--- src/e1mc_map.svh ---
// Address map, field positions, reset values and counts of the master control page
`ifndef E1MC_MAP_SVH
`define E1MC_MAP_SVH

// Register offsets on the five-bit microprocessor address
`define E1MC_OFS_DATALINK_SELECT   5'h10
`define E1MC_OFS_MODE_SELECT       5'h11
`define E1MC_OFS_NONFRAME_ALIGN    5'h12
`define E1MC_OFS_TX_MF_ALIGN       5'h13
`define E1MC_OFS_LINK_CTRL_SELECT  5'h14
`define E1MC_OFS_CODING_LOOPBACK   5'h15
`define E1MC_OFS_TX_ALARM_CTRL     5'h16
`define E1MC_OFS_RESERVED_17       5'h17
`define E1MC_OFS_UNUSED_18         5'h18
`define E1MC_OFS_NATBIT_IRQ_MASK   5'h19
`define E1MC_OFS_IRQ_SIG_TEST      5'h1A
`define E1MC_OFS_IRQ_MASK_ZERO     5'h1B
`define E1MC_OFS_IRQ_MASK_ONE      5'h1C
`define E1MC_OFS_IRQ_MASK_TWO      5'h1D
`define E1MC_OFS_IRQ_MASK_THREE    5'h1E
`define E1MC_OFS_TX_PULSE_CTRL     5'h1F

// Page-select bit of the address
`define E1MC_PAGE_BIT              4

// Fields of the data-link selection word
`define E1MC_BIT_ALARM_CRITERION   7
`define E1MC_BIT_MF_OUTPUT_SEL     6
`define E1MC_BIT_NAT_BUFFER_SEL    5
`define E1MC_FLD_SPARE_SEL_HI      4
`define E1MC_FLD_SPARE_SEL_LO      0

// Fields of the mode selection word and the non-frame-alignment word
`define E1MC_BIT_TX_TRANSPARENT    2
`define E1MC_FLD_NAT_USE_HI        4
`define E1MC_FLD_NAT_USE_LO        0

// Spare-bit select forced in transparent mode: first spare bit only
`define E1MC_SPARE_SEL_TRANSPARENT 5'h10

// Reset values
`define E1MC_RST_ZERO              8'h00
`define E1MC_RST_NONFRAME_ALIGN    8'hBF

// Alarm window: two frames of 256 bits, fewer than three zeros
`define E1MC_AIS_WINDOW_BITS       512
`define E1MC_AIS_ZERO_LIMIT        3

`endif

--- src/e1mc_pkg.sv ---
// Types shared by the master control page modules
package e1mc_pkg;

	// One control byte
	typedef logic [7:0] e1mc_byte_t;

	// Five spare bits of the non-frame-alignment signal
	typedef logic [4:0] e1mc_spare_t;

	// Register page address
	typedef logic [4:0] e1mc_addr_t;

endpackage : e1mc_pkg

--- src/e1mc_ais_if.sv ---
// Connection between the control page and the alarm signal detector
`timescale 1ns/1ps

interface e1mc_ais_if;
	logic rxBit;         // Received line bit
	logic rxBitValid;    // One-cycle strobe per received bit
	logic windowStart;   // Marks first bit of a double frame
	logic criterionSel;  // Alarm criterion select
	logic aisValid;      // Alarm indication signal declared

	modport page (output rxBit, output rxBitValid, output windowStart, output criterionSel, input aisValid);
	modport detector (input rxBit, input rxBitValid, input windowStart, input criterionSel, output aisValid);
endinterface : e1mc_ais_if

--- src/e1mc_ais_det.sv ---
// Alarm indication signal detector over double-frame windows
`timescale 1ns/1ps

`include "e1mc_map.svh"

module e1mc_ais_det
	import e1mc_pkg::*;
#(
	parameter int WINDOW_BITS = `E1MC_AIS_WINDOW_BITS,
	parameter int ZERO_LIMIT  = `E1MC_AIS_ZERO_LIMIT
) (
	// Clock and reset
	input  wire logic clk,
	input  wire logic rst,
	// Detector side of the link to the page
	e1mc_ais_if.detector ais
);

	localparam int CW = $clog2(WINDOW_BITS);

	logic [CW-1:0] bitCnt_q;      // Bit position inside the window
	logic [1:0]    zeroCnt_q;     // Zeros seen, saturates at three
	logic          prevOk_q;      // Previous window met the criterion
	logic          aisValid_q;    // Declared alarm

	// Window closes on its last bit or when the framer restarts it
	wire logic lastBit   = ais.rxBitValid && (bitCnt_q == CW'(WINDOW_BITS - 1));
	wire logic bitZero   = ais.rxBitValid && !ais.rxBit;
	wire logic [1:0] zeroNow = (bitZero && zeroCnt_q != 2'(ZERO_LIMIT)) ? zeroCnt_q + 2'h1 : zeroCnt_q;
	wire logic windowOk  = (zeroNow < 2'(ZERO_LIMIT));

	// Count bits and zeros, decide on the last bit of each window; a restart decides nothing
	always_ff @(posedge clk) begin
		if (rst) begin
			bitCnt_q   <= '0;
			zeroCnt_q  <= 2'h0;
			prevOk_q   <= 1'b0;
			aisValid_q <= 1'b0;
		end else if (ais.windowStart) begin
			// Realign to the framer; a partial window is discarded, and a bit
			// arriving with the marker is the first bit of the new window
			bitCnt_q  <= ais.rxBitValid ? CW'(1) : CW'(0);
			zeroCnt_q <= bitZero ? 2'h1 : 2'h0;
		end else if (lastBit) begin
			bitCnt_q  <= '0;
			zeroCnt_q <= 2'h0;
			prevOk_q  <= windowOk;
			// Single window, or two in a row for the stricter criterion
			if (ais.criterionSel) begin
				aisValid_q <= windowOk && prevOk_q;
			end else begin
				aisValid_q <= windowOk;
			end
		end else if (ais.rxBitValid) begin
			bitCnt_q  <= bitCnt_q + CW'(1);
			zeroCnt_q <= zeroNow;
		end
	end

	assign ais.aisValid = aisValid_q;

endmodule : e1mc_ais_det

--- src/e1mc_ctrl_page.sv ---
// Master control page: register bank on the parallel port and its selection logic
//
// How it works
// - Clear criterion: under three zeros per 512 bits.
// - Set criterion: two consecutive windows under three zeros.
// - Marker follows signalling or CRC-4 multiframe per select.
// - Buffer select picks national buffer or control word.
// - Each spare select bit routes that bit to link.
// - Spare selection only in termination; transparent forces first.
// - Transparent bit disables framing; clear means termination mode.
// - National-use bits feed spare positions, reset all ones.
`timescale 1ns/1ps

`include "e1mc_map.svh"

module e1mc_ctrl_page
	import e1mc_pkg::*;
(
	// Clock and reset
	clk,
	rst,
	// Parallel microprocessor port
	busCsN,
	busRdN,
	busWrN,
	busAddr,
	busDataIn,
	busDataOut,
	busDataOe,
	// Receive framer side
	rxBit,
	rxBitValid,
	rxDoubleFrameStart,
	rxSigMultiframe,
	rxCrcMultiframe,
	// Transmit framer side
	txNatBuffer,
	txDataLink,
	// Results
	aisDetected,
	rxMultiframeMarker,
	txSpareBits,
	txSpareIsLink,
	txTransparent
);
	// Clock and reset
	input  wire logic        clk;                 // 40 MHz system clock
	input  wire logic        rst;                 // Synchronous, active high
	// Parallel microprocessor port
	input  wire logic        busCsN;              // Chip select, active low
	input  wire logic        busRdN;              // Read strobe, active low
	input  wire logic        busWrN;              // Write strobe, active low
	input  wire e1mc_addr_t  busAddr;             // Register address
	input  wire e1mc_byte_t  busDataIn;           // Data from host
	output logic [7:0]       busDataOut;          // Data to host
	output logic             busDataOe;           // High while driving data
	// Receive framer side
	input  wire logic        rxBit;               // Received bit
	input  wire logic        rxBitValid;          // Strobe per received bit
	input  wire logic        rxDoubleFrameStart;  // First bit of double frame
	input  wire logic        rxSigMultiframe;     // Signalling multiframe pulse
	input  wire logic        rxCrcMultiframe;     // CRC-4 multiframe pulse
	// Transmit framer side
	input  wire e1mc_spare_t txNatBuffer;         // National bit buffer output
	input  wire e1mc_spare_t txDataLink;          // Data link bits
	// Results
	output logic             aisDetected;         // Alarm indication signal
	output logic             rxMultiframeMarker;  // Receive multiframe output
	output logic [4:0]       txSpareBits;         // Spare bits to transmit
	output logic [4:0]       txSpareIsLink;       // Per-bit data link routing
	output logic             txTransparent;       // Transparent transmit mode

	// Page storage, index is the low four address bits
	e1mc_byte_t regs_q [16];

	// Port synchronisers: two stages before any logic looks
	logic [2:0]  ctlMeta_q;     // First stage of strobes
	logic [2:0]  ctlSync_q;     // Second stage of strobes
	e1mc_addr_t  addrMeta_q;    // First stage of address
	e1mc_addr_t  addrSync_q;    // Second stage of address
	e1mc_byte_t  dataMeta_q;    // First stage of write data
	e1mc_byte_t  dataSync_q;    // Second stage of write data
	logic        wrPrev_q;      // Write active last cycle

	// Output flops
	e1mc_byte_t  dataOut_q;
	logic        dataOe_q;
	logic        mfMarker_q;
	e1mc_spare_t spareBits_q;
	e1mc_spare_t spareLink_q;
	logic        transparent_q;

	// Interface to the alarm detector
	e1mc_ais_if aisBus ();

	// Address and data pass the same two stages as the strobes, so the host must
	// keep them steady for the whole low pulse; a bit that moves while the strobe
	// is low could be taken from either value
	// Decoded strobes after synchronisation
	wire logic csActive = !ctlSync_q[2];
	wire logic rdActive = csActive && !ctlSync_q[1];
	wire logic wrActive = csActive && !ctlSync_q[0];
	// Write takes effect once, on the strobe's leading edge
	wire logic wrTake   = wrActive && !wrPrev_q;
	// Only the upper half of the address space is this page
	wire logic onPage   = addrSync_q[`E1MC_PAGE_BIT];
	wire logic [3:0] regIdx = addrSync_q[3:0];
	wire logic isUnused = (addrSync_q == `E1MC_OFS_UNUSED_18);
	wire e1mc_byte_t rdData = (onPage && !isUnused) ? regs_q[regIdx] : 8'h00;

	// Fields that steer the block
	wire e1mc_byte_t dlWord   = regs_q[4'(`E1MC_OFS_DATALINK_SELECT)];
	wire e1mc_byte_t modeWord = regs_q[4'(`E1MC_OFS_MODE_SELECT)];
	wire e1mc_byte_t nfaWord  = regs_q[4'(`E1MC_OFS_NONFRAME_ALIGN)];
	wire logic alarmCriterionSelect   = dlWord[`E1MC_BIT_ALARM_CRITERION];
	wire logic multiframeOutputSelect = dlWord[`E1MC_BIT_MF_OUTPUT_SEL];
	wire logic nationalBufferSelect   = dlWord[`E1MC_BIT_NAT_BUFFER_SEL];
	wire logic txTransparentSelect    = modeWord[`E1MC_BIT_TX_TRANSPARENT];
	wire e1mc_spare_t txNationalUseBits = nfaWord[`E1MC_FLD_NAT_USE_HI:`E1MC_FLD_NAT_USE_LO];
	// Termination mode honours the field; transparent forces the first spare bit
	wire e1mc_spare_t spareBitLinkSelect = txTransparentSelect ? `E1MC_SPARE_SEL_TRANSPARENT
		: dlWord[`E1MC_FLD_SPARE_SEL_HI:`E1MC_FLD_SPARE_SEL_LO];
	// Non-link spare bits come from the buffer or the control word
	wire e1mc_spare_t spareSource = nationalBufferSelect ? txNatBuffer : txNationalUseBits;
	// Marker source, selected per multiframe kind
	wire logic mfSource = multiframeOutputSelect ? rxCrcMultiframe : rxSigMultiframe;
	e1mc_spare_t spareNext;

	// Per spare bit: data link when selected, else the programmed source
	genvar gi;
	generate
		for (gi = 0; gi < 5; gi++) begin : g_spare
			assign spareNext[gi] = spareBitLinkSelect[gi] ? txDataLink[gi] : spareSource[gi];
		end
	endgenerate

	// Two-stage capture of the asynchronous port pins
	always_ff @(posedge clk) begin
		if (rst) begin
			ctlMeta_q  <= 3'h7;
			ctlSync_q  <= 3'h7;
			addrMeta_q <= 5'h00;
			addrSync_q <= 5'h00;
			dataMeta_q <= 8'h00;
			dataSync_q <= 8'h00;
			wrPrev_q   <= 1'b0;
		end else begin
			ctlMeta_q  <= {busCsN, busRdN, busWrN};
			ctlSync_q  <= ctlMeta_q;
			addrMeta_q <= busAddr;
			addrSync_q <= addrMeta_q;
			dataMeta_q <= busDataIn;
			dataSync_q <= dataMeta_q;
			wrPrev_q   <= wrActive;
		end
	end

	// Register storage; reserved word is stored as written, host keeps it zero
	always_ff @(posedge clk) begin
		if (rst) begin
			for (int i = 0; i < 16; i++) begin
				regs_q[i] <= `E1MC_RST_ZERO;
			end
			regs_q[4'(`E1MC_OFS_NONFRAME_ALIGN)] <= `E1MC_RST_NONFRAME_ALIGN;
		end else if (wrTake && onPage && !isUnused) begin
			regs_q[regIdx] <= dataSync_q;
		end
	end

	// Read data and drive enable, held while the read strobe is low
	always_ff @(posedge clk) begin
		if (rst) begin
			dataOut_q <= 8'h00;
			dataOe_q  <= 1'b0;
		end else begin
			dataOut_q <= rdData;
			dataOe_q  <= rdActive;
		end
	end

	// Framer-facing selections, registered so outputs come from flops
	always_ff @(posedge clk) begin
		if (rst) begin
			mfMarker_q    <= 1'b0;
			spareBits_q   <= 5'h1F;
			spareLink_q   <= 5'h00;
			transparent_q <= 1'b0;
		end else begin
			mfMarker_q    <= mfSource;
			spareBits_q   <= spareNext;
			spareLink_q   <= spareBitLinkSelect;
			transparent_q <= txTransparentSelect;
		end
	end

	// Alarm detector feed
	assign aisBus.rxBit        = rxBit;
	assign aisBus.rxBitValid   = rxBitValid;
	assign aisBus.windowStart  = rxDoubleFrameStart;
	assign aisBus.criterionSel = alarmCriterionSelect;

	e1mc_ais_det u_ais (
		.clk (clk),
		.rst (rst),
		.ais (aisBus.detector)
	);

	// Outputs straight from flops
	assign busDataOut         = dataOut_q;
	assign busDataOe          = dataOe_q;
	assign aisDetected        = aisBus.aisValid;
	assign rxMultiframeMarker = mfMarker_q;
	assign txSpareBits        = spareBits_q;
	assign txSpareIsLink      = spareLink_q;
	assign txTransparent      = transparent_q;

endmodule : e1mc_ctrl_page

--- config.mk ---
export PLATFORM = sky130hd
export DESIGN_NAME = e1mc_ctrl_page
export DESIGN_NICKNAME = d
export VERILOG_FILES = /design/src/e1mc_pkg.sv /design/src/e1mc_ais_if.sv /design/src/e1mc_ais_det.sv /design/src/e1mc_ctrl_page.sv
export VERILOG_INCLUDE_DIRS = /design/src /design/src/src
export SDC_FILE = /design/constraint.sdc
export NUM_CORES = 1
export LEC_CHECK = 0
export BUFFER_PORTS_ARGS = -buffer_cell sky130_fd_sc_hd__clkbuf_2
export CAP_MARGIN = 20
export CORE_ASPECT_RATIO = 0.75
export CORE_MARGIN = 1.5
export CORE_UTILIZATION = 57
export DETAILED_ROUTE_END_ITERATION = 10
export PLACE_DENSITY_LB_ADDON = 0.15
export SLEW_MARGIN = 20
export SYNTH_ARGS = -nofsm -noshare
export SYNTH_HDL_FRONTEND = slang
export SYNTH_SLANG_ARGS = --single-unit
export TNS_END_PERCENT = 100
--- constraint.sdc ---
create_clock -name clk -period 5.8 [get_ports clk]
set_input_delay 0.87 -clock clk [delete_from_list [all_inputs] [get_ports clk]]
set_output_delay 0.87 -clock clk [all_outputs]
set_load 0.01 [all_outputs]
==> metrics.csv <==
metric,value,unit
criticalPathCategory,input pin to register,
syn_area,0.00815,mm²
dr.pass1.iters,5,
synthDistinctLibCells,40,
cts_htree_levels,4,
cts.sinks,195,
worst_clock_skew,9.24,ps
nets,670,
power_density,315,mW/mm²
cts_tree,built,
portBuffers,54,
setup.worst_path.start_class,input pin,
grt_first_pass_wirelength,26.6,mm
reg2regPathDepth,2,
clk_path_buf_depth,2,
postCtsHoldBufs,0,
hold_end,busDataOe$_SDFF_PP0_,
reg2reg_from,addrSync_q[0]$_SDFF_PP0_,
hold_viol,0,
slew_headroom,0.248,
maxCapViolations,0,
die_area,0.0150,mm²
drt-wirelength-per-cell,20.7,µm
placed_cells,788,
viasPerCell,5.82,
ys_warn_count,0,
netlist_top_cells_area,"edfxtp_1 (47%), dfxtp_1 (16%), and2_1 (7.3%)",
postRouteAntennaNets,0,
rsz0062_at_grt,no,
postCtsResizedCells,0,
num_vias,4788,
clk_latency,440,ps
stdcell_count,822,
setup_viol,0,
drt-total-wl,17.0,mm
ys_ff_latch,195,
yosys.area.top_type,edfxtp_1,
leakage,3.30,nW
status,completed,
gp_congestion,0.808,
coreArea,0.0138,mm²
numCtsBuffers,17,
drive_gt1_frac,0.204,
grt_max_degree,58,
hpwl,11.2,mm
grt_pass1_vias,4578,
avgSynthCellArea,13.9,µm²
row_count,37,
power.internal,2.24,mW
min-delay-start,ctlSync_q[1]$_SDFF_PP1_,
cts_setup_buffers,0,
root_buffer,clkbuf_16,
grt_overflow_total,0,
yosysSeqAreaShare,0.636,
power_frac_comb,0.043,
layout_min_cycle_time,3130,ps
antenna_cells,0,
grt_util_all_layers,0.246,
power.switching,0.618,mW
maxSlewViolCount,0,
synthCells,587,
cp_max_fo,57,
synth_top_area_share,0.472,
timing.rr.end,regs_q[11][6]$_SDFFCE_PN0P_,
fillers,991,
die_y,107,µm
antenna_found_initial,0,
pwr-share-clk,0.409,
route.detailed.drc,0,
hold_depth,1,
hp-class,register to register,
power,2.86,mW
area_growth_syn_to_layout,11.7,%
tightest_slew,1120,ps
dieWidth,141,µm
seq_power_share,0.548,
finalCritPeriodShare,0.539,
max_freq,320,MHz
pin_count,55,
clk_pin_slew,70,ps
initial_utilization,0.589,
crit_path_end_kind,register,
ir_drop,0.234,mV
arrival,3180,ps
drtIter0Drc,508,
p_sw_frac,0.216,
tns,0,ps
rrSetupSlack,2990,ps
required,5850,ps
[cell usage after synthesis (all sizes together)]
cell type / number
nand2: 12
or2: 8
o21ai: 30
nand3: 3
nor4: 1
nor3b: 1
nor2: 32
edfxtp: 128
or3: 8
a211oi: 1
ha: 3
buf: 12
inv: 3
clkbuf: 25
a22oi: 9
a2111o: 1
a32oi: 1
a21oi: 8
nand2b: 6
dfxtp: 67
mux4: 32
nor3: 21
mux2i: 16
and2: 102
mux2: 1
o211ai: 4
nor2b: 34
xnor2: 1
o311ai: 1
conb: 1
and3: 4
nand3b: 10
a32o: 1
[worst max-delay path by stage]
stage	startpoint	endpoint	slack, ps	cells after the start
after global routing	rst	regs_q[15][6]$_SDFFCE_PN0P_	2510	5
after floorplan	rst	regs_q[9][0]$_SDFFCE_PN0P_	3280	4
after CTS	addrSync_q[0]$_SDFF_PP0_	regs_q[3][3]$_SDFFCE_PN0P_	2470	2
after global placement	rst	regs_q[3][1]$_SDFFCE_PN0P_	2380	5
final	rst	regs_q[9][0]$_SDFFCE_PN0P_	2670	5
after detailed placement	rst	regs_q[1][0]$_SDFFCE_PN0P_	2170	5
[per-layer routing]
| layer | routed length [µm] | up-vias | track usage | share of wire |
|---|---|---|---|---|
| li1 | - | 2227 | - | - |
| met1 | 7620 | 2352 | 0.356 | 0.45 |
| met2 | 7850 | 193 | 0.375 | 0.46 |
| met3 | 1350 | 16 | 0.0541 | 0.079 |
| met4 | 210 | 0 | 0.0796 | 0.012 |
| met5 | 0 | - | 0 | 0 |
[flip-flops by register name (all words and copies together) (netlist names), 2 cells and up]
| signal | count |
|---|---|
| dataMeta_q | 8 |
| dataSync_q | 8 |
| ctlSync_q | 3 |
| u_ais.zeroCnt_q | 2 |
| addrSync_q | 5 |
| ctlMeta_q | 3 |
| regs_q | 128 |
| txSpareIsLink | 5 |
| busDataOut | 8 |
| u_ais.bitCnt_q | 9 |
| addrMeta_q | 5 |
| txSpareBits | 5 |
[cell type report]
cell class                 instances  area [µm²]  share of cell area
inverter                           3        11.3             0.00124
clock inverter                     9        87.6             0.00963
clock buffer                      23         500              0.0550
multi-input combinational        359        2790               0.307
timing repair buffer              58         295              0.0325
tap                              175         219              0.0241
sequential                       195        5190               0.570
[layout by cell type, fill, tap and decap left out, types with 2 or more instances in the layout]
| cell | netlist | final |
|---|---|---|
| mux2i_1 | 16 | 16 |
| o211ai_1 | 4 | 4 |
| a22oi_1 | 9 | 9 |
| nand3_1 | 3 | 3 |
| a21oi_1 | 8 | 8 |
| clkbuf_1 | 25 | 3 |
| nor2_4 | 4 | 4 |
| buf_4 | 4 | 2 |
| mux4_1 | 10 | 10 |
| clkinv_4 | 0 | 2 |
| ha_1 | 3 | 3 |
| and2_1 | 95 | 95 |
| nor3_1 | 21 | 21 |
| o21ai_0 | 29 | 22 |
| and2_2 | 7 | 7 |
| edfxtp_1 | 128 | 128 |
| o21ai_1 | 1 | 8 |
| clkbuf_2 | 0 | 55 |
| nor2b_1 | 34 | 34 |
| dfxtp_1 | 67 | 66 |
| and3_1 | 4 | 4 |
| or3_1 | 8 | 8 |
| nand2_1 | 12 | 12 |
| conb_1 | 1 | 8 |
| nor2_1 | 28 | 28 |
| inv_1 | 3 | 3 |
| clkbuf_16 | 0 | 19 |
| or2_2 | 8 | 8 |
| mux4_2 | 22 | 22 |
| nand3b_1 | 9 | 9 |
| inv_4 | 0 | 5 |
| nand2b_1 | 6 | 6 |
[logic make-up after synthesis]
kind of cell / share of synthesized area
other: 0.000460
muxes: 0.114
and+or+nand+nor: 0.178
xor gates and xnor gates: 0.00108
AOI/OAI and AO/OA: 0.0410
buffers and inverters: 0.0238
DFF: 0.636
adders and majority gates: 0.00461
[critical path, cell delays in order]
cell	delay, ps
clkbuf_2	80
buf_4	300
nor4_4	360
nand3b_1	510
o21ai_0	1050
[stage by stage]
| step | setup slack, ps | util | area, µm² | hold WS [ps] |
|---|---|---|---|---|
| global route | 2510 | 0.657 | 9100 | 409 |
| global placement | 2380 | 0.614 | 8500 | 386 |
| floorplan | 3280 | - | 8170 | 367 |
| CTS | 2470 | 0.656 | 9080 | 397 |
| finish | 2670 | 0.657 | 9100 | 392 |
| detailed placement | 2170 | 0.614 | 8500 | 387 |
[power by group through the flow]
stage | clock network [mW] | registers (mW) | logic (mW)
global placement | 0 | 1.60 | 0.119
detailed placement | 0 | 1.60 | 0.122
global route | 1.23 | 1.57 | 0.135
CTS | 1.18 | 1.57 | 0.123
finish | 1.17 | 1.57 | 0.124
floorplan | 0 | 1.57 | 0.0912
(Power assumes the default switching activity.)
